===== src/common/vcg_pkg.sv =====
// Register map, field layout, states and carriers of the video clock genlock register bank
package vcg_pkg;
  localparam logic [7:0] ADDR_STATUS   = 8'h01;
  localparam logic [7:0] ADDR_POLARITY = 8'h02;
  localparam logic [7:0] ADDR_REF_DIV  = 8'h03;
  localparam logic [7:0] ADDR_FB_LOW   = 8'h04;
  localparam logic [7:0] ADDR_FB_HIGH  = 8'h05;
  localparam logic [7:0] ADDR_PUMP     = 8'h06;
  localparam logic [7:0] ADDR_RSVD     = 8'h07;
  localparam logic [7:0] ADDR_OUT_CTRL = 8'h08;
  localparam logic [7:0] ADDR_TOF_LOW  = 8'h09;
  localparam logic [7:0] ADDR_ALIGN    = 8'h0a;
  localparam int unsigned NUM_REGS     = 11;

  // Reset values, index 10 first
  localparam logic [NUM_REGS-1:0][7:0] RST_REGS = {
    8'h00, 8'h01, 8'h04, 8'h00, 8'h00, 8'h06, 8'hb4, 8'h01, 8'h00, 8'h86, 8'h00};

  // Writable bits per register
  localparam logic [7:0] WMASK_STATUS   = 8'hf8;
  localparam logic [7:0] WMASK_POLARITY = 8'h3f;
  localparam logic [7:0] WMASK_REF_DIV  = 8'h03;
  localparam logic [7:0] WMASK_FULL     = 8'hff;
  localparam logic [7:0] WMASK_FB_HIGH  = 8'h1f;
  localparam logic [7:0] WMASK_PUMP     = 8'h0f;
  localparam logic [7:0] WMASK_OUT_CTRL = 8'h3f;

  localparam int unsigned BIT_REF_VALID  = 0;
  localparam int unsigned BIT_STANDARD_DEF_PLL_LOCKED    = 1;
  localparam int unsigned BIT_HIGH_DEF_PLL_LOCKED    = 2;
  localparam int unsigned LSB_LOCK_THR   = 3;
  localparam int unsigned BIT_VSYNC_B_POLARITY     = 0;
  localparam int unsigned BIT_HSYNC_B_POLARITY     = 1;
  localparam int unsigned BIT_VSYNC_A_POLARITY     = 2;
  localparam int unsigned BIT_HSYNC_A_POLARITY     = 3;
  localparam int unsigned BIT_CLK_REF    = 4;
  localparam int unsigned BIT_PIN_OVRD   = 5;
  localparam int unsigned BIT_PUMP_INV   = 3;
  localparam int unsigned BIT_SD_RATE    = 0;
  localparam int unsigned BIT_SD_FLOAT   = 1;
  localparam int unsigned LSB_HD_RATE    = 2;
  localparam int unsigned BIT_HD_FLOAT   = 4;
  localparam int unsigned BIT_TOF_FLOAT  = 5;
  localparam int unsigned BIT_ALIGN_INIT = 5;
  localparam int unsigned BIT_TOF_POL    = 6;
  localparam int unsigned BIT_ALIGN_EN   = 7;

  // Edge detector lanes
  localparam int unsigned EDGE_LANES = 5;
  localparam int unsigned LANE_SCL   = 0;
  localparam int unsigned LANE_SDA   = 1;
  localparam int unsigned LANE_HSYNC = 2;
  localparam int unsigned LANE_VSYNC = 3;
  localparam int unsigned LANE_PIN   = 4;

  localparam logic [3:0] BITS_PER_BYTE = 4'h8;
  localparam logic [6:0] DEFAULT_SLAVE_ADDR = 7'h2d;

  typedef enum logic [5:0] {
    ST_IDLE = 6'h01,
    ST_ADDR = 6'h02,
    ST_RX   = 6'h04,
    ST_ACK  = 6'h08,
    ST_TX   = 6'h10,
    ST_MACK = 6'h20
  } vcg_i2c_st_e;

  typedef struct packed {
    logic hsync_input_a;
    logic vsync_a;
    logic hsync_input_b;
    logic vsync_b;
  } vcg_sync_s;

  typedef struct packed {
    logic       standard_def_rate_select;
    logic       standard_def_output_float;
    logic [1:0] high_def_rate_select;
    logic       high_def_output_float;
  } vcg_outclk_s;

  typedef struct packed {
    vcg_i2c_st_e                 st;
    logic [3:0]                  bit_cnt;
    logic [7:0]                  shreg;
    logic                        rw;
    logic                        first;
    logic [7:0]                  ptr;
    logic                        sda_drv;
    logic [NUM_REGS-1:0][7:0]    regs;
    logic                        ref_valid;
    logic                        standard_def_pll_locked;
    logic                        high_def_pll_locked;
    logic                        ref_b;
    logic                        align_init;
    logic                        h_edge;
    logic                        h_rst;
    logic                        v_rst;
    logic                        frame_start_pulse_out;
  } vcg_main_s;
endpackage


===== src/verilog/vcg_edge_det.sv =====
// Registered level and edge detector for a group of synchronous inputs
`timescale 1ns/1ps
module vcg_edge_det #(
  parameter int unsigned WIDTH = 1
) (
  input  wire logic             clk_sys_i,
  input  wire logic             arst_n_i,
  input  wire logic             clk_en_i,
  input  wire logic [WIDTH-1:0] sig_i,
  output logic      [WIDTH-1:0] level_o,
  output logic      [WIDTH-1:0] rise_o,
  output logic      [WIDTH-1:0] fall_o
);
  typedef struct packed {
    logic [WIDTH-1:0] cur;
    logic [WIDTH-1:0] old;
    logic             vld;
  } vcg_edge_s;

  vcg_edge_s r;
  vcg_edge_s n;

  if (WIDTH < 1) begin : g_chk
    $error("vcg_edge_det needs at least one lane");
  end

  always_comb begin
    n     = r;
    n.cur = sig_i;
    // First sample after reset makes no edge
    n.old = r.vld ? r.cur : sig_i;
    n.vld = 1'b1;
  end

  always_ff @(posedge clk_sys_i or negedge arst_n_i) begin
    if (!arst_n_i) begin
      r <= '0;
    end else if (clk_en_i) begin
      r <= n;
    end
  end

  assign level_o = r.cur;
  assign rise_o  = r.cur & ~r.old;
  assign fall_o  = ~r.cur & r.old;
endmodule


===== src/verilog/vcg_ref_mux.sv =====
// Reference port selection and sync polarity normalisation
`timescale 1ns/1ps
module vcg_ref_mux (
  input  wire logic                 select_pin_i,
  input  wire logic                 select_pin_override_i,
  input  wire logic                 serial_reference_select_enable_i,
  input  wire logic                 reg_select_b_i,
  input  wire logic [3:0]           polarity_i,
  input  wire vcg_pkg::vcg_sync_s   sync_i,
  output logic                      ref_b_o,
  output logic                      hsync_active_o,
  output logic                      vsync_active_o
);
  always_comb begin
    // Pin level selects only when neither override nor serial control
    if (select_pin_override_i || serial_reference_select_enable_i) begin
      ref_b_o = reg_select_b_i;
    end else begin
      ref_b_o = select_pin_i;
    end
    // Polarity bit one means active high
    if (ref_b_o) begin
      hsync_active_o = sync_i.hsync_input_b ~^ polarity_i[vcg_pkg::BIT_HSYNC_B_POLARITY];
      vsync_active_o = sync_i.vsync_b ~^ polarity_i[vcg_pkg::BIT_VSYNC_B_POLARITY];
    end else begin
      hsync_active_o = sync_i.hsync_input_a ~^ polarity_i[vcg_pkg::BIT_HSYNC_A_POLARITY];
      vsync_active_o = sync_i.vsync_a ~^ polarity_i[vcg_pkg::BIT_VSYNC_A_POLARITY];
    end
  end
endmodule


===== src/verilog/vcg_regs.sv =====
// Serial register bank of the video clock generator with genlock
`timescale 1ns/1ps
module vcg_regs #(
  parameter logic [6:0] SLAVE_ADDR = vcg_pkg::DEFAULT_SLAVE_ADDR
) (
  input  wire logic                 clk_sys_i,
  input  wire logic                 arst_n_i,
  input  wire logic                 clk_en_i,
  input  wire logic                 i2c_enable_n_i,
  input  wire logic                 scl_i,
  input  wire logic                 sda_i,
  output logic                      sda_o,
  output logic                      sda_oe_o,
  input  wire logic                 genlock_mode_i,
  input  wire logic                 ref_present_i,
  input  wire logic                 sd_pll_locked_i,
  input  wire logic                 hd_pll_locked_i,
  input  wire logic                 serial_reference_select_enable_i,
  input  wire logic                 reference_select_reg_i,
  input  wire logic                 select_pin_i,
  input  wire vcg_pkg::vcg_sync_s   sync_i,
  input  wire logic                 frame_start_i,
  output logic                      no_reference_o,
  output logic                      reference_select_b_o,
  output logic [4:0]                lock_threshold_o,
  output logic                      clock_reference_mode_o,
  output logic [1:0]                reference_divider_o,
  output logic [12:0]               feedback_divider_value_o,
  output logic [3:0]                sd_pll_pump_current_o,
  output vcg_pkg::vcg_outclk_s      out_clk_ctrl_o,
  output logic [12:0]               frame_counter_reset_ratio_o,
  output logic                      alignment_mode_enable_o,
  output logic                      alignment_init_trigger_o,
  output logic                      hsync_active_edge_o,
  output logic                      frame_counter_h_reset_o,
  output logic                      frame_counter_v_reset_o,
  output logic                      frame_start_pulse_out_o,
  output logic                      frame_start_pulse_oe_o
);
  vcg_pkg::vcg_main_s                 r;
  vcg_pkg::vcg_main_s                 n;
  logic [vcg_pkg::EDGE_LANES-1:0]     e_lvl;
  logic [vcg_pkg::EDGE_LANES-1:0]     e_rise;
  logic [vcg_pkg::EDGE_LANES-1:0]     e_fall;
  logic                               mux_ref_b;
  logic                               hsync_act;
  logic                               vsync_act;
  logic                               bus_start;
  logic                               bus_stop;
  logic [7:0]                         status_rd;
  logic [7:0]                         fb_high_rd;
  logic [7:0]                         rsvd_rd;
  logic [7:0]                         pump_rd;

  if (SLAVE_ADDR == 7'h00) begin : g_chk
    $error("vcg_regs slave address must not be the general call address");
  end

  // Writable bits of each offset
  function automatic logic [7:0] wmask(input logic [7:0] a);
    unique case (a)
      vcg_pkg::ADDR_STATUS:   wmask = vcg_pkg::WMASK_STATUS;
      vcg_pkg::ADDR_POLARITY: wmask = vcg_pkg::WMASK_POLARITY;
      vcg_pkg::ADDR_REF_DIV:  wmask = vcg_pkg::WMASK_REF_DIV;
      vcg_pkg::ADDR_FB_LOW:   wmask = vcg_pkg::WMASK_FULL;
      vcg_pkg::ADDR_FB_HIGH:  wmask = vcg_pkg::WMASK_FB_HIGH;
      vcg_pkg::ADDR_PUMP:     wmask = vcg_pkg::WMASK_PUMP;
      vcg_pkg::ADDR_OUT_CTRL: wmask = vcg_pkg::WMASK_OUT_CTRL;
      vcg_pkg::ADDR_TOF_LOW:  wmask = vcg_pkg::WMASK_FULL;
      vcg_pkg::ADDR_ALIGN:    wmask = vcg_pkg::WMASK_FULL;
      default:                wmask = 8'h00;
    endcase
  endfunction

  // Byte returned for a read at an offset
  function automatic logic [7:0] read_byte(input vcg_pkg::vcg_main_s s, input logic [7:0] a);
    logic [7:0] d;
    d = 8'h00;
    if (a >= vcg_pkg::ADDR_STATUS && a <= vcg_pkg::ADDR_ALIGN) begin
      d = s.regs[a[3:0]] & wmask(a);
    end
    if (a == vcg_pkg::ADDR_STATUS) begin
      d[vcg_pkg::BIT_REF_VALID] = s.ref_valid;
      d[vcg_pkg::BIT_STANDARD_DEF_PLL_LOCKED]   = s.standard_def_pll_locked;
      d[vcg_pkg::BIT_HIGH_DEF_PLL_LOCKED]   = s.high_def_pll_locked;
    end
    return d;
  endfunction

  vcg_edge_det #(
    .WIDTH (vcg_pkg::EDGE_LANES)
  ) u_edge (
    .clk_sys_i (clk_sys_i),
    .arst_n_i  (arst_n_i),
    .clk_en_i  (clk_en_i),
    .sig_i     ({select_pin_i, vsync_act, hsync_act, sda_i, scl_i}),
    .level_o   (e_lvl),
    .rise_o    (e_rise),
    .fall_o    (e_fall)
  );

  vcg_ref_mux u_mux (
    .select_pin_i                     (select_pin_i),
    .select_pin_override_i            (r.regs[vcg_pkg::ADDR_POLARITY[3:0]][vcg_pkg::BIT_PIN_OVRD]),
    .serial_reference_select_enable_i (serial_reference_select_enable_i),
    .reg_select_b_i                   (reference_select_reg_i),
    .polarity_i                       (r.regs[vcg_pkg::ADDR_POLARITY[3:0]][3:0]),
    .sync_i                           (sync_i),
    .ref_b_o                          (mux_ref_b),
    .hsync_active_o                   (hsync_act),
    .vsync_active_o                   (vsync_act)
  );

  assign bus_start = e_fall[vcg_pkg::LANE_SDA] & e_lvl[vcg_pkg::LANE_SCL];
  assign bus_stop  = e_rise[vcg_pkg::LANE_SDA] & e_lvl[vcg_pkg::LANE_SCL];

  always_comb begin
    logic [7:0] rd;
    logic [3:0] idx;
    logic       pin_ovrd;
    logic       align_en;
    rd         = read_byte(r, r.ptr);
    idx        = r.ptr[3:0];
    pin_ovrd   = r.regs[vcg_pkg::ADDR_POLARITY[3:0]][vcg_pkg::BIT_PIN_OVRD];
    align_en   = r.regs[vcg_pkg::ADDR_ALIGN[3:0]][vcg_pkg::BIT_ALIGN_EN];
    n          = r;
    n.ref_valid = genlock_mode_i & ref_present_i;
    n.standard_def_pll_locked  = sd_pll_locked_i;
    n.high_def_pll_locked  = hd_pll_locked_i;
    n.ref_b    = mux_ref_b;
    n.h_edge   = e_rise[vcg_pkg::LANE_HSYNC];
    n.h_rst    = e_rise[vcg_pkg::LANE_HSYNC] & r.ref_valid & r.standard_def_pll_locked;
    n.v_rst    = e_rise[vcg_pkg::LANE_VSYNC] & r.ref_valid & r.standard_def_pll_locked;
    n.frame_start_pulse_out      = frame_start_i ~^ r.regs[vcg_pkg::ADDR_ALIGN[3:0]][vcg_pkg::BIT_TOF_POL];
    n.align_init = pin_ovrd & align_en & e_rise[vcg_pkg::LANE_PIN];
    if (i2c_enable_n_i) begin
      n.st      = vcg_pkg::ST_IDLE;
      n.sda_drv = 1'b0;
    end else if (bus_start) begin
      n.st      = vcg_pkg::ST_ADDR;
      n.bit_cnt = 4'h0;
      n.sda_drv = 1'b0;
    end else if (bus_stop) begin
      n.st      = vcg_pkg::ST_IDLE;
      n.sda_drv = 1'b0;
    end else begin
      unique case (r.st)
        vcg_pkg::ST_IDLE: begin
          n.sda_drv = 1'b0;
        end
        vcg_pkg::ST_ADDR, vcg_pkg::ST_RX: begin
          if (e_rise[vcg_pkg::LANE_SCL]) begin
            n.shreg   = {r.shreg[6:0], e_lvl[vcg_pkg::LANE_SDA]};
            n.bit_cnt = r.bit_cnt + 4'h1;
          end else if (e_fall[vcg_pkg::LANE_SCL] && r.bit_cnt == vcg_pkg::BITS_PER_BYTE) begin
            n.st      = vcg_pkg::ST_ACK;
            n.sda_drv = 1'b1;
            if (r.st == vcg_pkg::ST_ADDR) begin
              if (r.shreg[7:1] == SLAVE_ADDR) begin
                n.rw    = r.shreg[0];
                n.first = ~r.shreg[0];
              end else begin
                n.st      = vcg_pkg::ST_IDLE;
                n.sda_drv = 1'b0;
              end
            end else if (r.first) begin
              n.ptr   = r.shreg;
              n.first = 1'b0;
            end else begin
              if (r.ptr >= vcg_pkg::ADDR_STATUS && r.ptr <= vcg_pkg::ADDR_ALIGN) begin
                n.regs[idx] = (r.regs[idx] & ~wmask(r.ptr)) | (r.shreg & wmask(r.ptr));
              end
              if (r.ptr == vcg_pkg::ADDR_ALIGN && r.shreg[vcg_pkg::BIT_ALIGN_INIT]
                  && !r.regs[idx][vcg_pkg::BIT_ALIGN_INIT]) begin
                n.align_init = 1'b1;
              end
              n.ptr = r.ptr + 8'h01;
            end
          end
        end
        vcg_pkg::ST_ACK: begin
          if (e_fall[vcg_pkg::LANE_SCL]) begin
            n.bit_cnt = 4'h0;
            if (r.rw) begin
              n.st      = vcg_pkg::ST_TX;
              n.shreg   = rd;
              n.sda_drv = ~rd[7];
            end else begin
              n.st      = vcg_pkg::ST_RX;
              n.sda_drv = 1'b0;
            end
          end
        end
        vcg_pkg::ST_TX: begin
          if (e_rise[vcg_pkg::LANE_SCL]) begin
            n.bit_cnt = r.bit_cnt + 4'h1;
          end else if (e_fall[vcg_pkg::LANE_SCL]) begin
            if (r.bit_cnt == vcg_pkg::BITS_PER_BYTE) begin
              n.st      = vcg_pkg::ST_MACK;
              n.sda_drv = 1'b0;
              n.ptr     = r.ptr + 8'h01;
            end else begin
              n.shreg   = {r.shreg[6:0], 1'b0};
              n.sda_drv = ~r.shreg[6];
            end
          end
        end
        vcg_pkg::ST_MACK: begin
          if (e_rise[vcg_pkg::LANE_SCL] && e_lvl[vcg_pkg::LANE_SDA]) begin
            n.st = vcg_pkg::ST_IDLE;
          end else if (e_fall[vcg_pkg::LANE_SCL]) begin
            n.st      = vcg_pkg::ST_TX;
            n.bit_cnt = 4'h0;
            n.shreg   = rd;
            n.sda_drv = ~rd[7];
          end
        end
        default: begin
          n.st      = vcg_pkg::ST_IDLE;
          n.sda_drv = 1'b0;
        end
      endcase
    end
  end

  always_ff @(posedge clk_sys_i or negedge arst_n_i) begin
    if (!arst_n_i) begin
      r      <= '0;
      r.st   <= vcg_pkg::ST_IDLE;
      r.regs <= vcg_pkg::RST_REGS;
      r.frame_start_pulse_out  <= 1'b1;
    end else if (clk_en_i) begin
      r <= n;
    end
  end

  assign sda_o                    = 1'b0;
  assign sda_oe_o                 = r.sda_drv;
  assign no_reference_o           = ~r.ref_valid;
  assign reference_select_b_o     = r.ref_b;
  assign lock_threshold_o         = r.regs[vcg_pkg::ADDR_STATUS[3:0]][7:vcg_pkg::LSB_LOCK_THR];
  assign clock_reference_mode_o   = r.regs[vcg_pkg::ADDR_POLARITY[3:0]][vcg_pkg::BIT_CLK_REF];
  assign reference_divider_o      = r.regs[vcg_pkg::ADDR_REF_DIV[3:0]][1:0];
  assign feedback_divider_value_o = {r.regs[vcg_pkg::ADDR_FB_HIGH[3:0]][4:0], r.regs[vcg_pkg::ADDR_FB_LOW[3:0]]};
  assign sd_pll_pump_current_o    = r.regs[vcg_pkg::ADDR_PUMP[3:0]][3:0]
                                    ^ 4'h8;
  assign out_clk_ctrl_o.standard_def_rate_select  =
    r.regs[vcg_pkg::ADDR_OUT_CTRL[3:0]][vcg_pkg::BIT_SD_RATE];
  assign out_clk_ctrl_o.standard_def_output_float =
    r.regs[vcg_pkg::ADDR_OUT_CTRL[3:0]][vcg_pkg::BIT_SD_FLOAT];
  assign out_clk_ctrl_o.high_def_rate_select      =
    r.regs[vcg_pkg::ADDR_OUT_CTRL[3:0]][vcg_pkg::LSB_HD_RATE+1:vcg_pkg::LSB_HD_RATE];
  assign out_clk_ctrl_o.high_def_output_float     =
    r.regs[vcg_pkg::ADDR_OUT_CTRL[3:0]][vcg_pkg::BIT_HD_FLOAT];
  assign frame_counter_reset_ratio_o =
    {r.regs[vcg_pkg::ADDR_ALIGN[3:0]][4:0], r.regs[vcg_pkg::ADDR_TOF_LOW[3:0]]};
  assign alignment_mode_enable_o  = r.regs[vcg_pkg::ADDR_ALIGN[3:0]][vcg_pkg::BIT_ALIGN_EN];
  assign alignment_init_trigger_o = r.align_init;
  assign hsync_active_edge_o      = r.h_edge;
  assign frame_counter_h_reset_o  = r.h_rst;
  assign frame_counter_v_reset_o  = r.v_rst;
  assign frame_start_pulse_out_o  = r.frame_start_pulse_out;
  assign frame_start_pulse_oe_o   = ~r.regs[vcg_pkg::ADDR_OUT_CTRL[3:0]][vcg_pkg::BIT_TOF_FLOAT];

  // Checks
  assign status_rd  = read_byte(r, vcg_pkg::ADDR_STATUS);
  assign fb_high_rd = read_byte(r, vcg_pkg::ADDR_FB_HIGH);
  assign rsvd_rd    = read_byte(r, vcg_pkg::ADDR_RSVD);
  assign pump_rd    = read_byte(r, vcg_pkg::ADDR_PUMP);
endmodule


===== config.mk =====
export PLATFORM = sky130hd
export DESIGN_NAME = vcg_regs
export DESIGN_NICKNAME = d
export VERILOG_FILES = /design/src/common/vcg_pkg.sv /design/src/verilog/vcg_edge_det.sv /design/src/verilog/vcg_ref_mux.sv /design/src/verilog/vcg_regs.sv
export SDC_FILE = /design/constraint.sdc
export NUM_CORES = 1
export LEC_CHECK = 0
export ABC_AREA = 1
export ABC_CLOCK_PERIOD_IN_PS = 3100
export BUFFER_PORTS_ARGS = -buffer_cell sky130_fd_sc_hd__buf_4
export CAP_MARGIN = 25
export CORE_ASPECT_RATIO = 1.2
export CORE_MARGIN = 2
export CORE_UTILIZATION = 50
export DETAILED_ROUTE_END_ITERATION = 10
export GPL_ROUTABILITY_DRIVEN = 0
export PLACE_DENSITY = 0.76
export SYNTH_ARGS = -nofsm -noshare
export SYNTH_HDL_FRONTEND = slang
export SYNTH_SLANG_ARGS = --single-unit

===== constraint.sdc =====
create_clock -name clk_sys_i -period 3.1 [get_ports clk_sys_i]
set_clock_uncertainty 0.2 [all_clocks]
set_input_delay 0.775 -clock clk_sys_i [delete_from_list [all_inputs] [get_ports clk_sys_i]]
set_output_delay 0.775 -clock clk_sys_i [all_outputs]
set_load 0.01 [all_outputs]

==> Flow_metrics.wiki <==
{| class="wikitable"
! Metric !! Value
|-
| Filler-free cell count of the finished design || 1,397
|-
| Most area-consuming cells after synthesis || dfrtp_1 38%, nand2_1 17%, o21ai_0 8.8%
|-
| Critical path start-end classification || register to register
|-
| Slew Limit Headroom || 58.7%
|-
| Slowest-stage cell, CP || dfrtp_1
|-
| Part of the cycle the worst path needs || 86.3%
|-
| Slowest Stage Delay on Critical Path || 0.52 ns
|-
| Achievable Freq || 0.374 GHz
|-
| Power density relative to cell area || 480 nW/um2
|-
| Main flop type after synthesis || dfrtp_1
|-
| Synth Area per Inst || 7.10 um2
|-
| Num rows || 51
|-
| Count of fill cells added during filler insertion || 1,512
|-
| Fraction of post-synthesis cell area in the top cell type by area || 37.9%
|-
| Nets || 1,197
|-
| Final Hold Viols || 0
|-
| Dominant cell by count in the synthesized netlist || nand2_1
|-
| Clock root buffer master || clkbuf_16
|-
| Number of maximum-capacitance constraint violations || 0
|-
| Endpoint kind of the worst setup timing path || register
|-
| Overall die area || 17,300 um2
|-
| Vias after detailed routing || 7,255
|-
| Net count of the mapped netlist || 1,168
|-
| Total wire length after detailed routing || 20,300 um
|-
| Min-Delay Path Class || register to register
|-
| Final critical path time including I/O delays and setup || 2.68 ns
|-
| Overflow left after global routing || 0
|-
| Worst-path clk slew || 0.06 ns
|-
| Layout area overhead || 12.7%
|-
| Slew Limit Fails || 0
|-
| Drt first pass iters || 5
|-
| Number of synthesized flops with an enable pin || 0
|-
| Antenna diode instance count || 0
|-
| Synth async-reset ratio || 100%
|-
| Max Root-Sink Buffers || 2
|-
| Buffers added on ports || 70
|-
| Hold bufs inserted after CTS || 1
|-
| Number of design-rule violations left by the first detailed-router iteration || 635
|-
| Pin count of the biggest net entering global routing || 56
|-
| Largest voltage drop on the vdd net || 0.000300 V
|-
| Outcome || completed
|-
| Number of warnings issued by yosys || 0
|-
| Critical path cell sequence || inv_2, ha_1, inv_1, nand3_1, nand3_2, nor2_4, nand2_4, nor3_4, o21ai_0
|-
| Routed length per placed instance || 14.5 um
|-
| Count of pins on the block boundary || 72
|-
| Required time at the endpoint of the critical path || 3.18 ns
|-
| TritonCTS Sinks || 137
|-
| Sum of net half-perimeters after detailed placement || 14,700 um
|-
| Final-layout worst hold slack || 0.272 ns
|-
| Count of distinct cell types in the synthesized netlist || 40
|-
| Global-route wire length before repair || 33,900 um
|-
| Least-Margin Pin Slew || 0.618 ns
|-
| Cts bufs inserted || 17
|-
| Width of the die || 120 um
|-
| Via-per-instance ratio || 5.19
|-
| Clock insertion delay at the later pin of the skew report || 0.43 ns
|-
| Dominant cell type by area after synthesis || dfrtp_1
|-
| Synthesized instance count || 1,143
|-
| Vias in the first global route || 6,921
|-
| Critical Path Source Type || register
|-
| Worst Path Arrival || 2.75 ns
|-
| Most used standard cells in the synthesized netlist || 374 x nand2_1, 142 x inv_1, 142 x o21ai_0, 123 x dfrtp_1, 79 x nor2_1
|-
| CTS H-tree lvls || 4
|-
| Placed instance count || 1,364
|-
| Number of setup buffers added after CTS || 0
|-
| Total Routing Usage GR || 25.0%
|-
| Final setup TNS || 0 ns
|-
| Buf/Inv on CP || 2
|-
| Lkg Pwr || 4.62 nW
|-
| Summed instance area of the synthesized netlist || 8120 um2
|-
| Total Power Consumption || 4.40 mW
|-
| Register bit count reported by yosys || 137
|-
| Cell family with most CP delay || simple AND/OR/NAND/NOR gates
|-
| Final number of setup-violating endpoints || 0
|-
| Antenna violations before repair || 0
|-
| Fraction of final layout cells sized beyond drive strength 1 || 14.5%
|-
| Worst Path Max Fanout || 22
|-
| Chip height || 144 um
|-
| Post-route DRC || 0
|-
| Post-CTS sizing || 0
|-
| Setup repair after global routing missed its margin || no
|-
| Core area || 16,100 um2
|-
| Initial standard-cell utilization of the core || 50.5%
|-
| TritonCTS clock tree || built
|-
| Share of the yosys chip area belonging to registers || 42.4%
|-
| ANT nets after route || 0
|}
==> through the flow <==
step / util [%] / area [um2] / setup slack (ns)
floorplan: - / 8120 / 0.461
global placement: 53.2 / 8560 / 0.546
detailed placement: 53.2 / 8560 / 0.455
CTS: 56.9 / 9150 / 0.418
global route: 56.9 / 9150 / 0.194
finish: 56.9 / 9150 / 0.424
==> worst min-delay path, stage by stage (launching register included) <==
cell,delay [ns]
dfrtp_1,0.34
nand2_1,0.05
nand2_1,0.04
==> cell type report <==
class                           instances  area, um2  share of cell area, %
Clock buffer                           21        460                   5.03
Clock inverter                         11        121                   1.33
Inverter                              149        559                   6.11
Multi-Input combinational cell        771       3560                   38.9
Sequential cell                       137       3450                   37.7
Tap cell                              212        265                   2.90
Timing Repair Buffer                   96        739                   8.08
==> path summary, 6_finish.rpt <==
path	startpoint	end	slack, ns	cells past startpoint
setup / recovery	r[99]$_DFFE_PN0P_	register	0.42	9
hold / removal	r[6]$_DFFE_PN0P_	r[6]$_DFFE_PN0P_	0.27	2
hold reg to reg	r[6]$_DFFE_PN0P_	r[6]$_DFFE_PN0P_	0.27	2
min in group asynchronous	arst_n_i	hsync_active_edge_o$_DFFE_PN0P_	0.55	2
max in group asynchronous	arst_n_i	async pin	1.42	3
setup reg to reg	r[99]$_DFFE_PN0P_	register	0.42	9
==> per-layer routing <==
metal	global-route usage (%)	vias up	part of all wire, %
li1	-	3599	-
met1	31.4	3279	42
met2	40.8	305	46
met3	4.60	72	6.9
met4	14.0	0	4.9
met5	0	-	0
==> power breakdown <==
part / internal [mW] / total (mW) / leakage (nW) / switching (mW)
clock network: 1.22 / 1.99 / 0.283 / 0.771
registers: 1.87 / 1.95 / 1.46 / 0.0815
logic: 0.149 / 0.447 / 2.88 / 0.298
==> cells in the final DEF, fill, tap and decap left out, types with 9 or more instances in the layout <==
| cell type | n |
|---|---|
| nand2_1 | 374 |
| inv_1 | 142 |
| o21ai_0 | 142 |
| dfrtp_1 | 123 |
| buf_4 | 93 |
| nor2_1 | 79 |
| nand3_1 | 73 |
| clkbuf_16 | 17 |
| a21oi_1 | 15 |
| dfstp_2 | 14 |
| nor2_2 | 9 |
| xor2_1 | 9 |
| nor3_1 | 9 |
| o21ai_1 | 9 |
==> kinds of logic after synthesis <==
kind of cell / count (synthesis) / share of synthesized area (%)
buf+inv: 235 / 13.7
flops: 137 / 42.4
xor+xnor: 10 / 1.08
fa+ha+maj: 7 / 1.08
compound gates: 182 / 11.7
other cells: 1 / 0.0462
simple gates: 571 / 29.9
Power figures use the tool's default switching activity.
